--- src/rsi_pkg.sv ---
// Shared constants and types for the clock/SRAM/EEPROM two-wire access block
package rsi_pkg;

    // ------------------------------------------------------------
    // Control bytes (upper seven bits, direction bit stripped)
    // ------------------------------------------------------------
    localparam logic [6:0] CTRL_RTCC = 7'h6F;
    localparam logic [6:0] CTRL_EE = 7'h57;

    // ------------------------------------------------------------
    // Address map
    // ------------------------------------------------------------
    localparam logic [7:0] ADDR_RTCC_BEG = 8'h00;
    localparam logic [7:0] ADDR_RTCC_END = 8'h1F;
    localparam logic [7:0] ADDR_SRAM_BEG = 8'h20;
    localparam logic [7:0] ADDR_SRAM_END = 8'h5F;
    localparam logic [7:0] ADDR_EE_BEG = 8'hF0;
    localparam logic [7:0] ADDR_EE_END = 8'hF7;
    localparam logic [7:0] ADDR_UNLOCK = 8'h09;
    localparam int MEM_WORDS = 96;
    localparam int EE_WORDS = 8;

    // ------------------------------------------------------------
    // Unlock keys and reset values
    // ------------------------------------------------------------
    localparam logic [7:0] KEY_FIRST = 8'h55;
    localparam logic [7:0] KEY_SECOND = 8'hAA;
    localparam logic [7:0] EE_ERASED = 8'hFF;
    localparam logic [7:0] PTR_RESET = 8'h00;
    localparam logic [7:0] BYTE_ZERO = 8'h00;

    // ------------------------------------------------------------
    // Write buffer shape and timing
    // ------------------------------------------------------------
    localparam int FIFO_W = 15;
    localparam int FIFO_D = 4;
    localparam int CLK_NS = 5;
    localparam int EE_WR_NS = 5000000;
    localparam int EE_WR_CYC_DEF = EE_WR_NS / CLK_NS;

    // ------------------------------------------------------------
    // Enumerations
    // ------------------------------------------------------------
    typedef enum logic [2:0] {ST_IDLE, ST_RX, ST_ACK, ST_TX, ST_MACK} rsi_state_t;
    typedef enum logic [1:0] {K_CTRL, K_ADDR, K_DATA} rsi_kind_t;
    typedef enum logic [1:0] {LK_NONE, LK_HALF, LK_OPEN} rsi_lock_t;

endpackage

--- src/rsi_fifo_if.sv ---
// Valid/ready carrier between the access core and its write buffer
`timescale 1ns/1ps
interface rsi_fifo_if #(parameter int W = 15);
    logic in_valid;
    logic in_ready;
    logic [W-1:0] in_data;
    logic out_valid;
    logic out_ready;
    logic [W-1:0] out_data;

    modport store (input in_valid, input in_data, output in_ready,
                   output out_valid, output out_data, input out_ready);
    modport user (output in_valid, output in_data, input in_ready,
                  input out_valid, input out_data, output out_ready);
endinterface

--- src/rsi_fifo.sv ---
// Small first-in first-out buffer for pending memory writes
`timescale 1ns/1ps
module rsi_fifo import rsi_pkg::*; #(
    parameter int W = 15,
    parameter int D = 4
) (
    input wire logic i_clk_sys,
    input wire logic i_rst_n,
    rsi_fifo_if.store f
);
    localparam int AW = $clog2(D);

    logic [W-1:0] buf_r [0:D-1];
    logic [AW:0] wp_r;
    logic [AW:0] rp_r;
    logic full;
    logic empty;

    // ------------------------------------------------------------
    // Flags: extra pointer bit tells full from empty
    // ------------------------------------------------------------
    assign empty = (wp_r == rp_r);
    assign full = (wp_r[AW-1:0] == rp_r[AW-1:0]) && (wp_r[AW] != rp_r[AW]);
    assign f.in_ready = ~full;
    assign f.out_valid = ~empty;
    assign f.out_data = buf_r[rp_r[AW-1:0]];

    // Storage, no reset needed on the data itself
    always_ff @(posedge i_clk_sys) begin
        if (f.in_valid && !full) begin
            buf_r[wp_r[AW-1:0]] <= f.in_data;
        end
    end

    // Pointers
    always_ff @(posedge i_clk_sys or negedge i_rst_n) begin
        if (!i_rst_n) begin
            wp_r <= '0;
            rp_r <= '0;
        end else begin
            if (f.in_valid && !full) begin
                wp_r <= wp_r + 1'b1;
            end
            if (f.out_ready && !empty) begin
                rp_r <= rp_r + 1'b1;
            end
        end
    end
endmodule

--- src/rsi_core.sv ---
// Two-wire target access to clock registers, SRAM and protected EEPROM
`timescale 1ns/1ps
module rsi_core import rsi_pkg::*; #(
    parameter int EE_WR_CYC = EE_WR_CYC_DEF
) (
    input wire logic i_clk_sys,
    input wire logic i_rst_n,
    input wire logic i_scl,
    input wire logic i_sda,
    output logic o_sda_out,
    output logic o_sda_oe,
    output logic o_ee_busy,
    output logic [7:0] o_ptr
);
    localparam int EE_CW = $clog2(EE_WR_CYC + 1);

    // ------------------------------------------------------------
    // Address helpers
    // ------------------------------------------------------------
    function automatic logic in_ee(input logic [7:0] a);
        in_ee = (a >= ADDR_EE_BEG) && (a <= ADDR_EE_END);
    endfunction

    // Each block rolls over onto its own start
    function automatic logic [7:0] next_ptr(input logic [7:0] a);
        if (a == ADDR_RTCC_END) begin
            next_ptr = ADDR_RTCC_BEG;
        end else if (a == ADDR_SRAM_END) begin
            next_ptr = ADDR_SRAM_BEG;
        end else if (a == ADDR_EE_END) begin
            next_ptr = ADDR_EE_BEG;
        end else begin
            next_ptr = 8'(a + 8'h01);
        end
    endfunction

    // ------------------------------------------------------------
    // State
    // ------------------------------------------------------------
    rsi_state_t st_r;
    rsi_kind_t kind_r;
    rsi_lock_t lock_r;
    logic scl_q_r;
    logic sda_q_r;
    logic [3:0] cnt_r;
    logic [7:0] rx_sh_r;
    logic [7:0] tx_r;
    logic [7:0] ptr_r;
    logic ack_r;
    logic rd_r;
    logic ee_sp_r;
    logic macked_r;
    logic sda_oe_r;
    logic sda_out_r;
    logic ee_wdat_r;
    logic ee_busy_r;
    logic [EE_CW-1:0] ee_cnt_r;
    logic [7:0] mem [0:MEM_WORDS-1];
    logic [7:0] ee_mem_r [0:EE_WORDS-1];
    logic [7:0] page_r [0:EE_WORDS-1];
    logic [EE_WORDS-1:0] mask_r;

    logic scl_rise;
    logic scl_fall;
    logic start;
    logic stop;
    logic cmd_end;
    logic ack_eval;
    logic ack_ok;
    logic wr_take;
    logic addr_take;
    logic tx_load;
    logic key_wr;
    logic [7:0] rd_byte;

    rsi_fifo_if #(.W(FIFO_W)) wq ();

    rsi_fifo #(.W(FIFO_W), .D(FIFO_D)) u_wq (
        .i_clk_sys(i_clk_sys),
        .i_rst_n(i_rst_n),
        .f(wq)
    );

    // ------------------------------------------------------------
    // Bus conditions; pins are already in the clock domain
    // ------------------------------------------------------------
    always_ff @(posedge i_clk_sys or negedge i_rst_n) begin
        if (!i_rst_n) begin
            scl_q_r <= 1'b1;
            sda_q_r <= 1'b1;
        end else begin
            scl_q_r <= i_scl;
            sda_q_r <= i_sda;
        end
    end

    assign scl_rise = i_scl & ~scl_q_r;
    assign scl_fall = ~i_scl & scl_q_r;
    assign start = scl_q_r & i_scl & sda_q_r & ~i_sda;
    assign stop = scl_q_r & i_scl & ~sda_q_r & i_sda;
    assign cmd_end = start | stop;
    assign ack_eval = (st_r == ST_RX) && scl_fall && (cnt_r == 4'h8);
    assign wr_take = ack_eval && (kind_r == K_DATA) && ack_ok;
    assign addr_take = ack_eval && (kind_r == K_ADDR) && ack_ok;
    assign key_wr = wr_take && !ee_sp_r && (ptr_r == ADDR_UNLOCK);
    assign tx_load = scl_fall && (((st_r == ST_ACK) && rd_r && ack_r) || ((st_r == ST_MACK) && macked_r));

    // ------------------------------------------------------------
    // Acknowledge decision for the byte just shifted in
    // ------------------------------------------------------------
    always_comb begin
        ack_ok = 1'b0;
        case (kind_r)
            K_CTRL: begin
                ack_ok = (rx_sh_r[7:1] == CTRL_RTCC) || ((rx_sh_r[7:1] == CTRL_EE) && !ee_busy_r);
            end
            K_ADDR: begin
                ack_ok = ee_sp_r ? in_ee(rx_sh_r) : (rx_sh_r <= ADDR_SRAM_END);
            end
            K_DATA: begin
                // Full write buffer is refused rather than dropped
                ack_ok = ee_sp_r || (ptr_r == ADDR_UNLOCK) || wq.in_ready;
            end
            default: begin
                ack_ok = 1'b0;
            end
        endcase
    end

    // Byte offered to the master at the current pointer
    always_comb begin
        rd_byte = BYTE_ZERO;
        if (ee_sp_r) begin
            if (in_ee(ptr_r)) begin
                rd_byte = ee_mem_r[ptr_r[2:0]];
            end
        end else if ((ptr_r != ADDR_UNLOCK) && (ptr_r <= ADDR_SRAM_END)) begin
            rd_byte = mem[ptr_r[6:0]];
        end
    end

    // ------------------------------------------------------------
    // Serial engine
    // ------------------------------------------------------------
    always_ff @(posedge i_clk_sys or negedge i_rst_n) begin
        if (!i_rst_n) begin
            st_r <= ST_IDLE;
            kind_r <= K_CTRL;
            cnt_r <= 4'h0;
            rx_sh_r <= BYTE_ZERO;
            tx_r <= BYTE_ZERO;
            ack_r <= 1'b0;
            rd_r <= 1'b0;
            ee_sp_r <= 1'b0;
            macked_r <= 1'b0;
            sda_oe_r <= 1'b0;
        end else if (stop) begin
            st_r <= ST_IDLE;
            sda_oe_r <= 1'b0;
        end else if (start) begin
            st_r <= ST_RX;
            kind_r <= K_CTRL;
            cnt_r <= 4'h0;
            rd_r <= 1'b0;
            sda_oe_r <= 1'b0;
        end else begin
            case (st_r)
                ST_RX: begin
                    if (scl_rise) begin
                        rx_sh_r <= {rx_sh_r[6:0], i_sda};
                        cnt_r <= 4'(cnt_r + 4'h1);
                    end else if (ack_eval) begin
                        st_r <= ST_ACK;
                        ack_r <= ack_ok;
                        sda_oe_r <= ack_ok;
                        if (kind_r == K_CTRL) begin
                            rd_r <= rx_sh_r[0];
                            ee_sp_r <= (rx_sh_r[7:1] == CTRL_EE);
                        end
                    end
                end
                ST_ACK: begin
                    if (scl_fall) begin
                        cnt_r <= 4'h0;
                        if (!ack_r) begin
                            st_r <= ST_IDLE;
                            sda_oe_r <= 1'b0;
                        end else if (rd_r) begin
                            st_r <= ST_TX;
                            tx_r <= rd_byte;
                            sda_oe_r <= ~rd_byte[7];
                        end else begin
                            st_r <= ST_RX;
                            sda_oe_r <= 1'b0;
                            kind_r <= (kind_r == K_CTRL) ? K_ADDR : K_DATA;
                        end
                    end
                end
                ST_TX: begin
                    if (scl_fall) begin
                        if (cnt_r == 4'h7) begin
                            st_r <= ST_MACK;
                            sda_oe_r <= 1'b0;
                        end else begin
                            cnt_r <= 4'(cnt_r + 4'h1);
                            tx_r <= {tx_r[6:0], 1'b0};
                            sda_oe_r <= ~tx_r[6];
                        end
                    end
                end
                ST_MACK: begin
                    if (scl_rise) begin
                        macked_r <= ~i_sda;
                    end else if (scl_fall) begin
                        cnt_r <= 4'h0;
                        if (macked_r) begin
                            st_r <= ST_TX;
                            tx_r <= rd_byte;
                            sda_oe_r <= ~rd_byte[7];
                        end else begin
                            st_r <= ST_IDLE;
                            sda_oe_r <= 1'b0;
                        end
                    end
                end
                default: begin
                    st_r <= ST_IDLE;
                    sda_oe_r <= 1'b0;
                end
            endcase
        end
    end

    // ------------------------------------------------------------
    // Shared address pointer for every space
    // ------------------------------------------------------------
    always_ff @(posedge i_clk_sys or negedge i_rst_n) begin
        if (!i_rst_n) begin
            ptr_r <= PTR_RESET;
        end else if (addr_take) begin
            ptr_r <= rx_sh_r;
        end else if (wr_take || tx_load) begin
            ptr_r <= next_ptr(ptr_r);
        end
    end

    // ------------------------------------------------------------
    // Clock/SRAM writes pass through the buffer; reads stall its drain
    // ------------------------------------------------------------
    assign wq.in_valid = wr_take && !ee_sp_r && (ptr_r != ADDR_UNLOCK);
    assign wq.in_data = {ptr_r[6:0], rx_sh_r};
    assign wq.out_ready = ~tx_load;

    // Memory contents are kept across reset on purpose
    always_ff @(posedge i_clk_sys) begin
        if (wq.out_valid && wq.out_ready) begin
            mem[wq.out_data[14:8]] <= wq.out_data[7:0];
        end
    end

    // ------------------------------------------------------------
    // Unlock keys; any other clock/SRAM write breaks the sequence
    // ------------------------------------------------------------
    always_ff @(posedge i_clk_sys or negedge i_rst_n) begin
        if (!i_rst_n) begin
            lock_r <= LK_NONE;
        end else if (key_wr) begin
            if (rx_sh_r == KEY_FIRST) begin
                lock_r <= LK_HALF;
            end else if ((rx_sh_r == KEY_SECOND) && (lock_r == LK_HALF)) begin
                lock_r <= LK_OPEN;
            end else begin
                lock_r <= LK_NONE;
            end
        end else if (wr_take && !ee_sp_r) begin
            lock_r <= LK_NONE;
        end else if (cmd_end && ee_wdat_r) begin
            lock_r <= LK_NONE;
        end
    end

    // Marks a command that carried EEPROM data, locked or not
    always_ff @(posedge i_clk_sys or negedge i_rst_n) begin
        if (!i_rst_n) begin
            ee_wdat_r <= 1'b0;
        end else if (cmd_end) begin
            ee_wdat_r <= 1'b0;
        end else if (wr_take && ee_sp_r) begin
            ee_wdat_r <= 1'b1;
        end
    end

    // ------------------------------------------------------------
    // EEPROM page buffer and timed write cycle
    // ------------------------------------------------------------
    always_ff @(posedge i_clk_sys or negedge i_rst_n) begin
        if (!i_rst_n) begin
            ee_busy_r <= 1'b0;
            ee_cnt_r <= '0;
            mask_r <= '0;
            for (int i = 0; i < EE_WORDS; i++) begin
                page_r[i] <= EE_ERASED;
                ee_mem_r[i] <= EE_ERASED;
            end
        end else if (ee_busy_r) begin
            if (ee_cnt_r == '0) begin
                ee_busy_r <= 1'b0;
                mask_r <= '0;
                for (int i = 0; i < EE_WORDS; i++) begin
                    if (mask_r[i]) begin
                        ee_mem_r[i] <= page_r[i];
                    end
                end
            end else begin
                ee_cnt_r <= EE_CW'(ee_cnt_r - 1'b1);
            end
        end else if (cmd_end && (mask_r != '0)) begin
            ee_busy_r <= 1'b1;
            ee_cnt_r <= EE_CW'(EE_WR_CYC - 1);
        end else if (wr_take && ee_sp_r && (lock_r == LK_OPEN)) begin
            page_r[ptr_r[2:0]] <= rx_sh_r;
            mask_r[ptr_r[2:0]] <= 1'b1;
        end
    end

    // ------------------------------------------------------------
    // Outputs
    // ------------------------------------------------------------
    always_ff @(posedge i_clk_sys or negedge i_rst_n) begin
        if (!i_rst_n) begin
            sda_out_r <= 1'b0;
        end else begin
            sda_out_r <= 1'b0;
        end
    end

    assign o_sda_out = sda_out_r;
    assign o_sda_oe = sda_oe_r;
    assign o_ee_busy = ee_busy_r;
    assign o_ptr = ptr_r;

    // ------------------------------------------------------------
    // Checks
    // ------------------------------------------------------------
    property p_high_addr_nack;
        @(posedge i_clk_sys) disable iff (!i_rst_n)
        (ack_eval && kind_r == K_ADDR && !ee_sp_r && rx_sh_r > ADDR_SRAM_END) |=> !sda_oe_r[*2];
    endproperty
    a_high_addr_nack: assert property (p_high_addr_nack)
        else $error("clock/SRAM address above range was acknowledged");

    property p_ee_range_nack;
        @(posedge i_clk_sys) disable iff (!i_rst_n)
        (ack_eval && kind_r == K_ADDR && ee_sp_r && !in_ee(rx_sh_r)) |=> (!sda_oe_r && st_r == ST_ACK);
    endproperty
    a_ee_range_nack: assert property (p_ee_range_nack)
        else $error("EEPROM address outside range was acknowledged");

    property p_busy_nack;
        @(posedge i_clk_sys) disable iff (!i_rst_n)
        (ack_eval && kind_r == K_CTRL && rx_sh_r[7:1] == CTRL_EE && ee_busy_r) |=> !sda_oe_r;
    endproperty
    a_busy_nack: assert property (p_busy_nack)
        else $error("EEPROM control acknowledged during write cycle");

    property p_data_ack;
        @(posedge i_clk_sys) disable iff (!i_rst_n)
        wr_take |=> (sda_oe_r && ptr_r == next_ptr($past(ptr_r)));
    endproperty
    a_data_ack: assert property (p_data_ack)
        else $error("accepted data byte not acknowledged or pointer not advanced");

    property p_wrap_rtcc;
        @(posedge i_clk_sys) disable iff (!i_rst_n)
        (wr_take && ptr_r == ADDR_RTCC_END) |=> ptr_r == ADDR_RTCC_BEG;
    endproperty
    a_wrap_rtcc: assert property (p_wrap_rtcc)
        else $error("write pointer did not wrap inside clock block");

    property p_wrap_sram_rd;
        @(posedge i_clk_sys) disable iff (!i_rst_n)
        (tx_load && ptr_r == ADDR_SRAM_END) |=> ptr_r == ADDR_SRAM_BEG;
    endproperty
    a_wrap_sram_rd: assert property (p_wrap_sram_rd)
        else $error("read pointer did not wrap inside SRAM block");

    property p_key_reads_zero;
        @(posedge i_clk_sys) disable iff (!i_rst_n)
        (tx_load && !ee_sp_r && ptr_r == ADDR_UNLOCK) |=> tx_r == BYTE_ZERO;
    endproperty
    a_key_reads_zero: assert property (p_key_reads_zero)
        else $error("unlock port read was not zero");

    property p_relock;
        @(posedge i_clk_sys) disable iff (!i_rst_n)
        (cmd_end && ee_wdat_r) |=> (lock_r == LK_NONE);
    endproperty
    a_relock: assert property (p_relock)
        else $error("EEPROM not relocked after write command");

    property p_busy_holds;
        @(posedge i_clk_sys) disable iff (!i_rst_n)
        $rose(ee_busy_r) |-> ee_busy_r[*8];
    endproperty
    a_busy_holds: assert property (p_busy_holds)
        else $error("EEPROM write cycle ended too early");
endmodule

--- config.mk ---
export PLATFORM = sky130hd
export DESIGN_NAME = rsi_core
export DESIGN_NICKNAME = d
export VERILOG_FILES = /design/src/rsi_pkg.sv /design/src/rsi_fifo_if.sv /design/src/rsi_fifo.sv /design/src/rsi_core.sv
export SDC_FILE = /design/constraint.sdc
export NUM_CORES = 1
export LEC_CHECK = 0
export BUFFER_PORTS_ARGS = -buffer_cell sky130_fd_sc_hd__buf_2
export CAP_MARGIN = 15
export CORE_MARGIN = 2
export CORE_UTILIZATION = 45
export CTS_BUF_LIST = sky130_fd_sc_hd__clkbuf_16
export DETAILED_ROUTE_END_ITERATION = 8
export PLACE_DENSITY = 0.72
export SETUP_SLACK_MARGIN = 0.2
export SLEW_MARGIN = 15
export SYNTH_ARGS = -nofsm -noshare
export SYNTH_HDL_FRONTEND = slang
export SYNTH_SLANG_ARGS = --single-unit
export TNS_END_PERCENT = 10
--- constraint.sdc ---
create_clock -name i_clk_sys -period 3.05 [get_ports i_clk_sys]
set_input_delay 0 -clock i_clk_sys [delete_from_list [all_inputs] [get_ports i_clk_sys]]
set_output_delay 0 -clock i_clk_sys [all_outputs]
set_load 0.02 [all_outputs]
# Word level (Yosys, flattened, before mapping)
# Memory sizes are Yosys's and may differ from the RTL's.
# Index checks and enable logic that the tools add are counted.
# word_totals
reg_bits,205
mem_bits_rw,828
in_bits,4
elab_cells,289
memories,2
# op_classes
addsub,5
order_cmp,10
n_eq_ne,46
n_mux,92
n_bitwise,24
reduce_logical,74
# memory_table
name,words,word_bits,rd,rd_ports_with_merged_regs,wr,line_no,rtl
mem,96,8,1,0,1,rsi_core.sv:58,logic [7:0] mem [0:MEM_WORDS-1];
u_wq.buf_r,4,15,1,0,1,rsi_fifo.sv:13,logic [W-1:0] buf_r [0:D-1];
# ops
operator,n
$mux W8,15
$bwmux W64,1
$mux W20,3
$mux W7,8
$reduce_and A3 Y1,10
$logic_and A1 B1 Y1,28
$mux W1,28
$mux W2,14
$ne A4 B4 Y1 const B,7
$mux W3,9
$bmux W8 S3,1
$demux W8 S3,1
$mux W4,6
$pmux W7 S3,1
$logic_not A20 Y1,1
$ne A2 B2 Y1 const B,10
$reduce_bool A2 Y1,10
$sub A20 B1 Y20 const B,1
$reduce_and A6 Y1,3
$eq A8 B7 Y1 const B,2
$eq A8 B8 Y1 const B,2
$ge A8 B8 Y1 const B,2
$le A8 B7 Y1 const B,2
$le A8 B8 Y1 const B,2
44 further kinds,84

# Depth between registers and ports, before layout
# logic_depth
ltp_word,13
mapped_depth,13
mapped_depth_nobuf,9

# Modules after synthesis
# Synthesis repeated with hierarchy kept, for this count alone.
# unflattened
cells_unflattened,2699
area_unflattened_um2,41738.8
# modules_own_cells
module,instances,cells_per_inst,area_each_um2
rsi_core,1,2573,39082.5
rsi_fifo,1,126,2656.3

# Least setup slack after synthesis
# Ideal clock, no wire load.
# synth_timing
kind,reg2reg
from,"reg ptr_r[1], in the netlist o_ptr[1]"
to,"reg ptr_r[7], in the netlist o_ptr[7]"
setup_ns,0.137
t_arrival_ns,3.035
t_required_ns,2.913
path_slack_ns,-0.122
stages_incl_launch_ff,14
path_buffers,4
synth_period_minus_slack_ns,3.172
cell_sequence,dfrtp_1 buf_2 inv_1 clkbuf_1 clkbuf_1 ha_1 nand2b_1 nor4_1 or3_1 a22oi_1 clkbuf_1 nor4_1 xnor2_1 a21oi_1
# synth_between
elab_chain_cells,7
elab_cells_between_ends,17
cone_classes,1 x add/sub; 4 x eq/ne; 6 x mux; 6 x reduce/logical
# synth_lines
item,line_no,rtl
"start, declared",rsi_core.sv:48,logic [7:0] ptr_r;
"start signal, assigned",rsi_core.sv:241,ptr_r <= rx_sh_r;
"start signal, assigned",rsi_core.sv:243,ptr_r <= next_ptr(ptr_r);
branches (longest 7 deep; another with $add A8 B1 Y8),-,
# Several ways; the timed one is not identified. The select of a mux whose other input is x is not followed.
# A chain may end at the register's enable or synchronous reset.

# Worst setup path after layout
# layout_timing
from,"reg ptr_r[1], in the netlist o_ptr[1]"
to,reg tx_r[3]
# layout_between
elab_chain_cells,10
elab_cells_between_ends,21
cone_classes,3 x order compare; 1 x eq/ne; 13 x mux; 1 x bitwise; 2 x reduce/logical; 1 x memory
# layout_lines
item,line_no,rtl
branches (longest 5 deep; another with $mem_v2 Z96 W8),-,
$mux W8 *,rsi_core.sv:133,if (ee_sp_r) begin
"$mux W7, on equally long branches","rsi_core.sv:216, rsi_core.sv:188",
"$mux W7, on equally long branches","rsi_core.sv:214, rsi_core.sv:185",
"$mux W7, on equally long branches","rsi_core.sv:212, rsi_core.sv:183",
$pmux W7 S3 *,rsi_core.sv:167,case (st_r)
"end signal, assigned",rsi_core.sv:190,tx_r <= rd_byte;
"end signal, assigned",rsi_core.sv:206,"tx_r <= {tx_r[6:0], 1'b0};"
"end signal, assigned",rsi_core.sv:218,tx_r <= rd_byte;
"end, declared",rsi_core.sv:47,logic [7:0] tx_r;
# Mark *: on every way between the ends. The select of a mux whose other input is x is not followed.

==> flow_summary.toml <==
[run_status]
status = "finished with violations"
violations = "hold timing"

[logic_synthesis]
synthTopCellsByArea = "edfxtp_1 59%, dfstp_2 8.2%, dfrtp_1 4.5%"
synth.yosys.seq_area_share_pct = 72.13
synth_most_common_cell = "edfxtp_1"
syn_nets = 2680
synth_top_area_share_pct = 59.47
ys_top_cells_by_count = "828 x edfxtp_1, 209 x nor2_1, 140 x mux2_2"
syn_area_sq_um = 41810
yosysWarnings = 0
synthFlopType = "edfxtp_1"
synth_cell_types = 83
ys_seq_elements = 1033
yosysTopAreaCell = "edfxtp_1"
syn_avg_cell_area_sq_um = 15.68
synth_edf_count = 828
syn-instance-count = 2666
async_flop_share_pct = 19.85

[global_routing]
grt_pass1_wl_um = 171500
grt_antenna_before_repair = 1
grt_start_max_net_pins = 108
grt_usage_pct = 24.28
grt_pass1_vias = 26020
grt_overflow_total = 0

[min_path]
hp-class = "input pin to async pin"

[place]
place_congestion = 0.9158
place_inst = 4049
hpwl_um = 72800
port_buffers = 13

[timing]
finalSetupTns_ps = 0
slew_viol_final = 0
setup_violations = 0
grt_setup_unrepaired = "true"
worstMarginPinSlew_ps = 1224
fin_crit_ps = 2917
slew_headroom_pct = 18.42
skew_ps = 24.02
fin_crit_sh_pct = 95.65
hold_viol_final = 2
hold_ws_ps = -12.31
max_freq_ghz = 0.3428

[pwr]
p_leak_uw = 0.01676
vdd_drop_max_v = 0.0005117
powerDensity_nw_per_um2 = 661.4

[critical_path]
rr_startpoint = "o_ptr[1]"
cp-startpoint = "o_ptr[1]"
rrSetupSlack_ps = 130
critPathLaunchType = "flip-flop"
critPathMaxStageDelay_ps = 580
rr_worst_depth = 10
cp_common_cell = "buf_4"
crit_end = "tx_r[3]"
crit_required_ps = 3630
end_kind = "flip-flop"
worstPathArrival_ps = 3500
r2r_end = "tx_r[3]"
critical_path.max_fanout = 8
crit_chain = "buf_4 > nor3b_4 > buf_4 > a22o_1 > a221oi_1 > a31oi_1 > a22oi_1 > buf_4 > a221o_1 > a21oi_1"
crit_type = "flip-flop to flip-flop"
crit_slowest_cell = "nor3b_4"

[cts]
cts_tree = "done"
clkTransAtPathRegs_ps = 70
root_buffer = "clkbuf_16"
clkLatencyLatePin_ps = 670
clkSinkCount = 1033
cts.htree.levels = 3
cts_buffers = 99
clock_path_buffers = 3

[final_layout]
area_growth_pct = 17.34
final_layout_size_suffix_gt1_share_pct = 30.02
finish.utilization_pct = 53.44
finalNetCount = 2943
fillers = 7127
diodes = 0
stdcell_count = 4248

[floorplan]
start_util_pct = 45.54
rows = 111
die_w_um = 308.8
die_y_um = 308.8
io_pins = 15
core_area_sq_um = 91800
dieArea_sq_um = 95360

[detailed_routing]
wirelength_um = 116800
wl_per_cell_um = 27.49
drc_errors = 0
first_pass_iters = 9
via_per_inst = 6.163
drtIter0Drc = 3555
ant_nets = 0
vias = 26180

[flow_run]
cap_violations = 0
==> cell families after synthesis <==
group	count (synthesis)	synth area share (%)
AOI/OAI and AO/OA	575	9.663
xor gates and xnor gates	27	0.5656
adders and majority gates	10	0.2993
buffers and inverters	175	1.703
DFF	1033	72.13
muxes	311	9.319
other	1	0.008969
and+or+nand+nor	534	6.312
==> layout make-up <==
| cell class | count | area (sq um) | share of cell area (%) |
|---|---|---|---|
| Sequential cell | 1033 | 30170 | 61.50 |
| Multi-Input combinational cell | 1458 | 11290 | 23.02 |
| Timing Repair Buffer | 315 | 2816 | 5.741 |
| Clock buffer | 100 | 2502 | 5.101 |
| Tap cell | 1243 | 1555 | 3.170 |
| Clock inverter | 77 | 638.1 | 1.301 |
| Inverter | 22 | 82.58 | 0.1683 |
==> stage by stage <==
| step | power [uW] | setup slack (ps) | cell area, sq um |
|---|---|---|---|
| after global routing | 33290 | 70.37 | 49060 |
| final | 32450 | 132.6 | 49060 |
| after global placement | 20200 | -123.6 | 45370 |
| after CTS | 32170 | 124.1 | 48690 |
| after floorplan | 18100 | 205.5 | 41820 |
| after detailed placement | 20250 | -140.4 | 45370 |
==> worst min path at each step <==
stage / start / to / cells after the start
6_report: i_rst_n / cnt_r[0] / 2
2_1_floorplan: i_rst_n / ack_r / 0
3_3_place_gp: i_rst_n / cnt_r[0] / 1
4_1_cts: i_scl / scl_q_r / 2
3_5_place_dp: i_scl / scl_q_r / 1
5_1_grt: i_scl / scl_q_r / 2
==> report_power, final <==
part           leakage [uW]  internal [uW]  switching, uW
registers           0.00961          15300            257
logic               0.00557           1790           3170
clock network       0.00159           6720           5250
==> state kept, by name, summed over array words and instances, names as in the netlist, 3 cells and up <==
signal,flops
cnt_r,4
ee_cnt_r,20
ee_mem_r,64
mask_r,8
mem,768
o_ptr,8
page_r,64
rx_sh_r,8
st_r,3
tx_r,7
u_wq.buf_r,60
u_wq.rp_r,3
u_wq.wp_r,3
==> placed cells by master, fill, tap and decap left out, drive strengths merged, types with 7 or more instances in the layout <==
| master | n |
|---|---|
| ha | 10 |
| o22ai | 27 |
| nand3 | 45 |
| bufinv | 9 |
| clkinv | 51 |
| nand4 | 8 |
| a22oi | 93 |
| nand2b | 13 |
| clkbuf | 103 |
| a22o | 30 |
| and3 | 12 |
| mux2 | 204 |
| nor2 | 210 |
| dfstp | 130 |
| a31oi | 14 |
| a211oi | 11 |
| o2bb2ai | 18 |
| a221o | 17 |
| nor2b | 25 |
| xor2 | 11 |
| edfxtp | 828 |
| inv | 34 |
| a221oi | 69 |
| or3 | 7 |
| o31ai | 8 |
| o221ai | 10 |
| nand2 | 135 |
| and2 | 16 |
| o211ai | 31 |
| nor4 | 12 |
| mux2i | 84 |
| dfrtp | 75 |
| xnor2 | 16 |
| o21ai | 71 |
| mux4 | 23 |
| buf | 309 |
| nor3 | 19 |
| a21oi | 129 |
==> per-layer routing <==
metal	up-vias	routed length [um]	track usage, %	part of all wire, %
met4	2	4996	9.912	4.3
met5	-	85	0	0.073
met1	13210	44870	33.22	38
met2	1679	54100	38.22	46
met3	319	12720	4.857	11
li1	10970	-	-	-
==> worst max-delay path: cells and delay by family (launching register included) <==
| kind | cells | cell delay [ps] |
|---|---|---|
| AO/OA/AOI/OAI | 6 | 1010 |
| buffers and inverters | 3 | 670 |
| flip-flops | 1 | 570 |
| AND/OR/NAND/NOR | 1 | 580 |
==> what timing repair did <==
action,4_1_cts,5_1_grt
resized for setup,26,46
setup endpoints to repair,471,801
hold buffers,3,0
buffers inserted,2,15
endpoints found under the hold margin,117,0
pin swaps,2,13
cloned,0,1
Power figures use the tool's default switching activity.
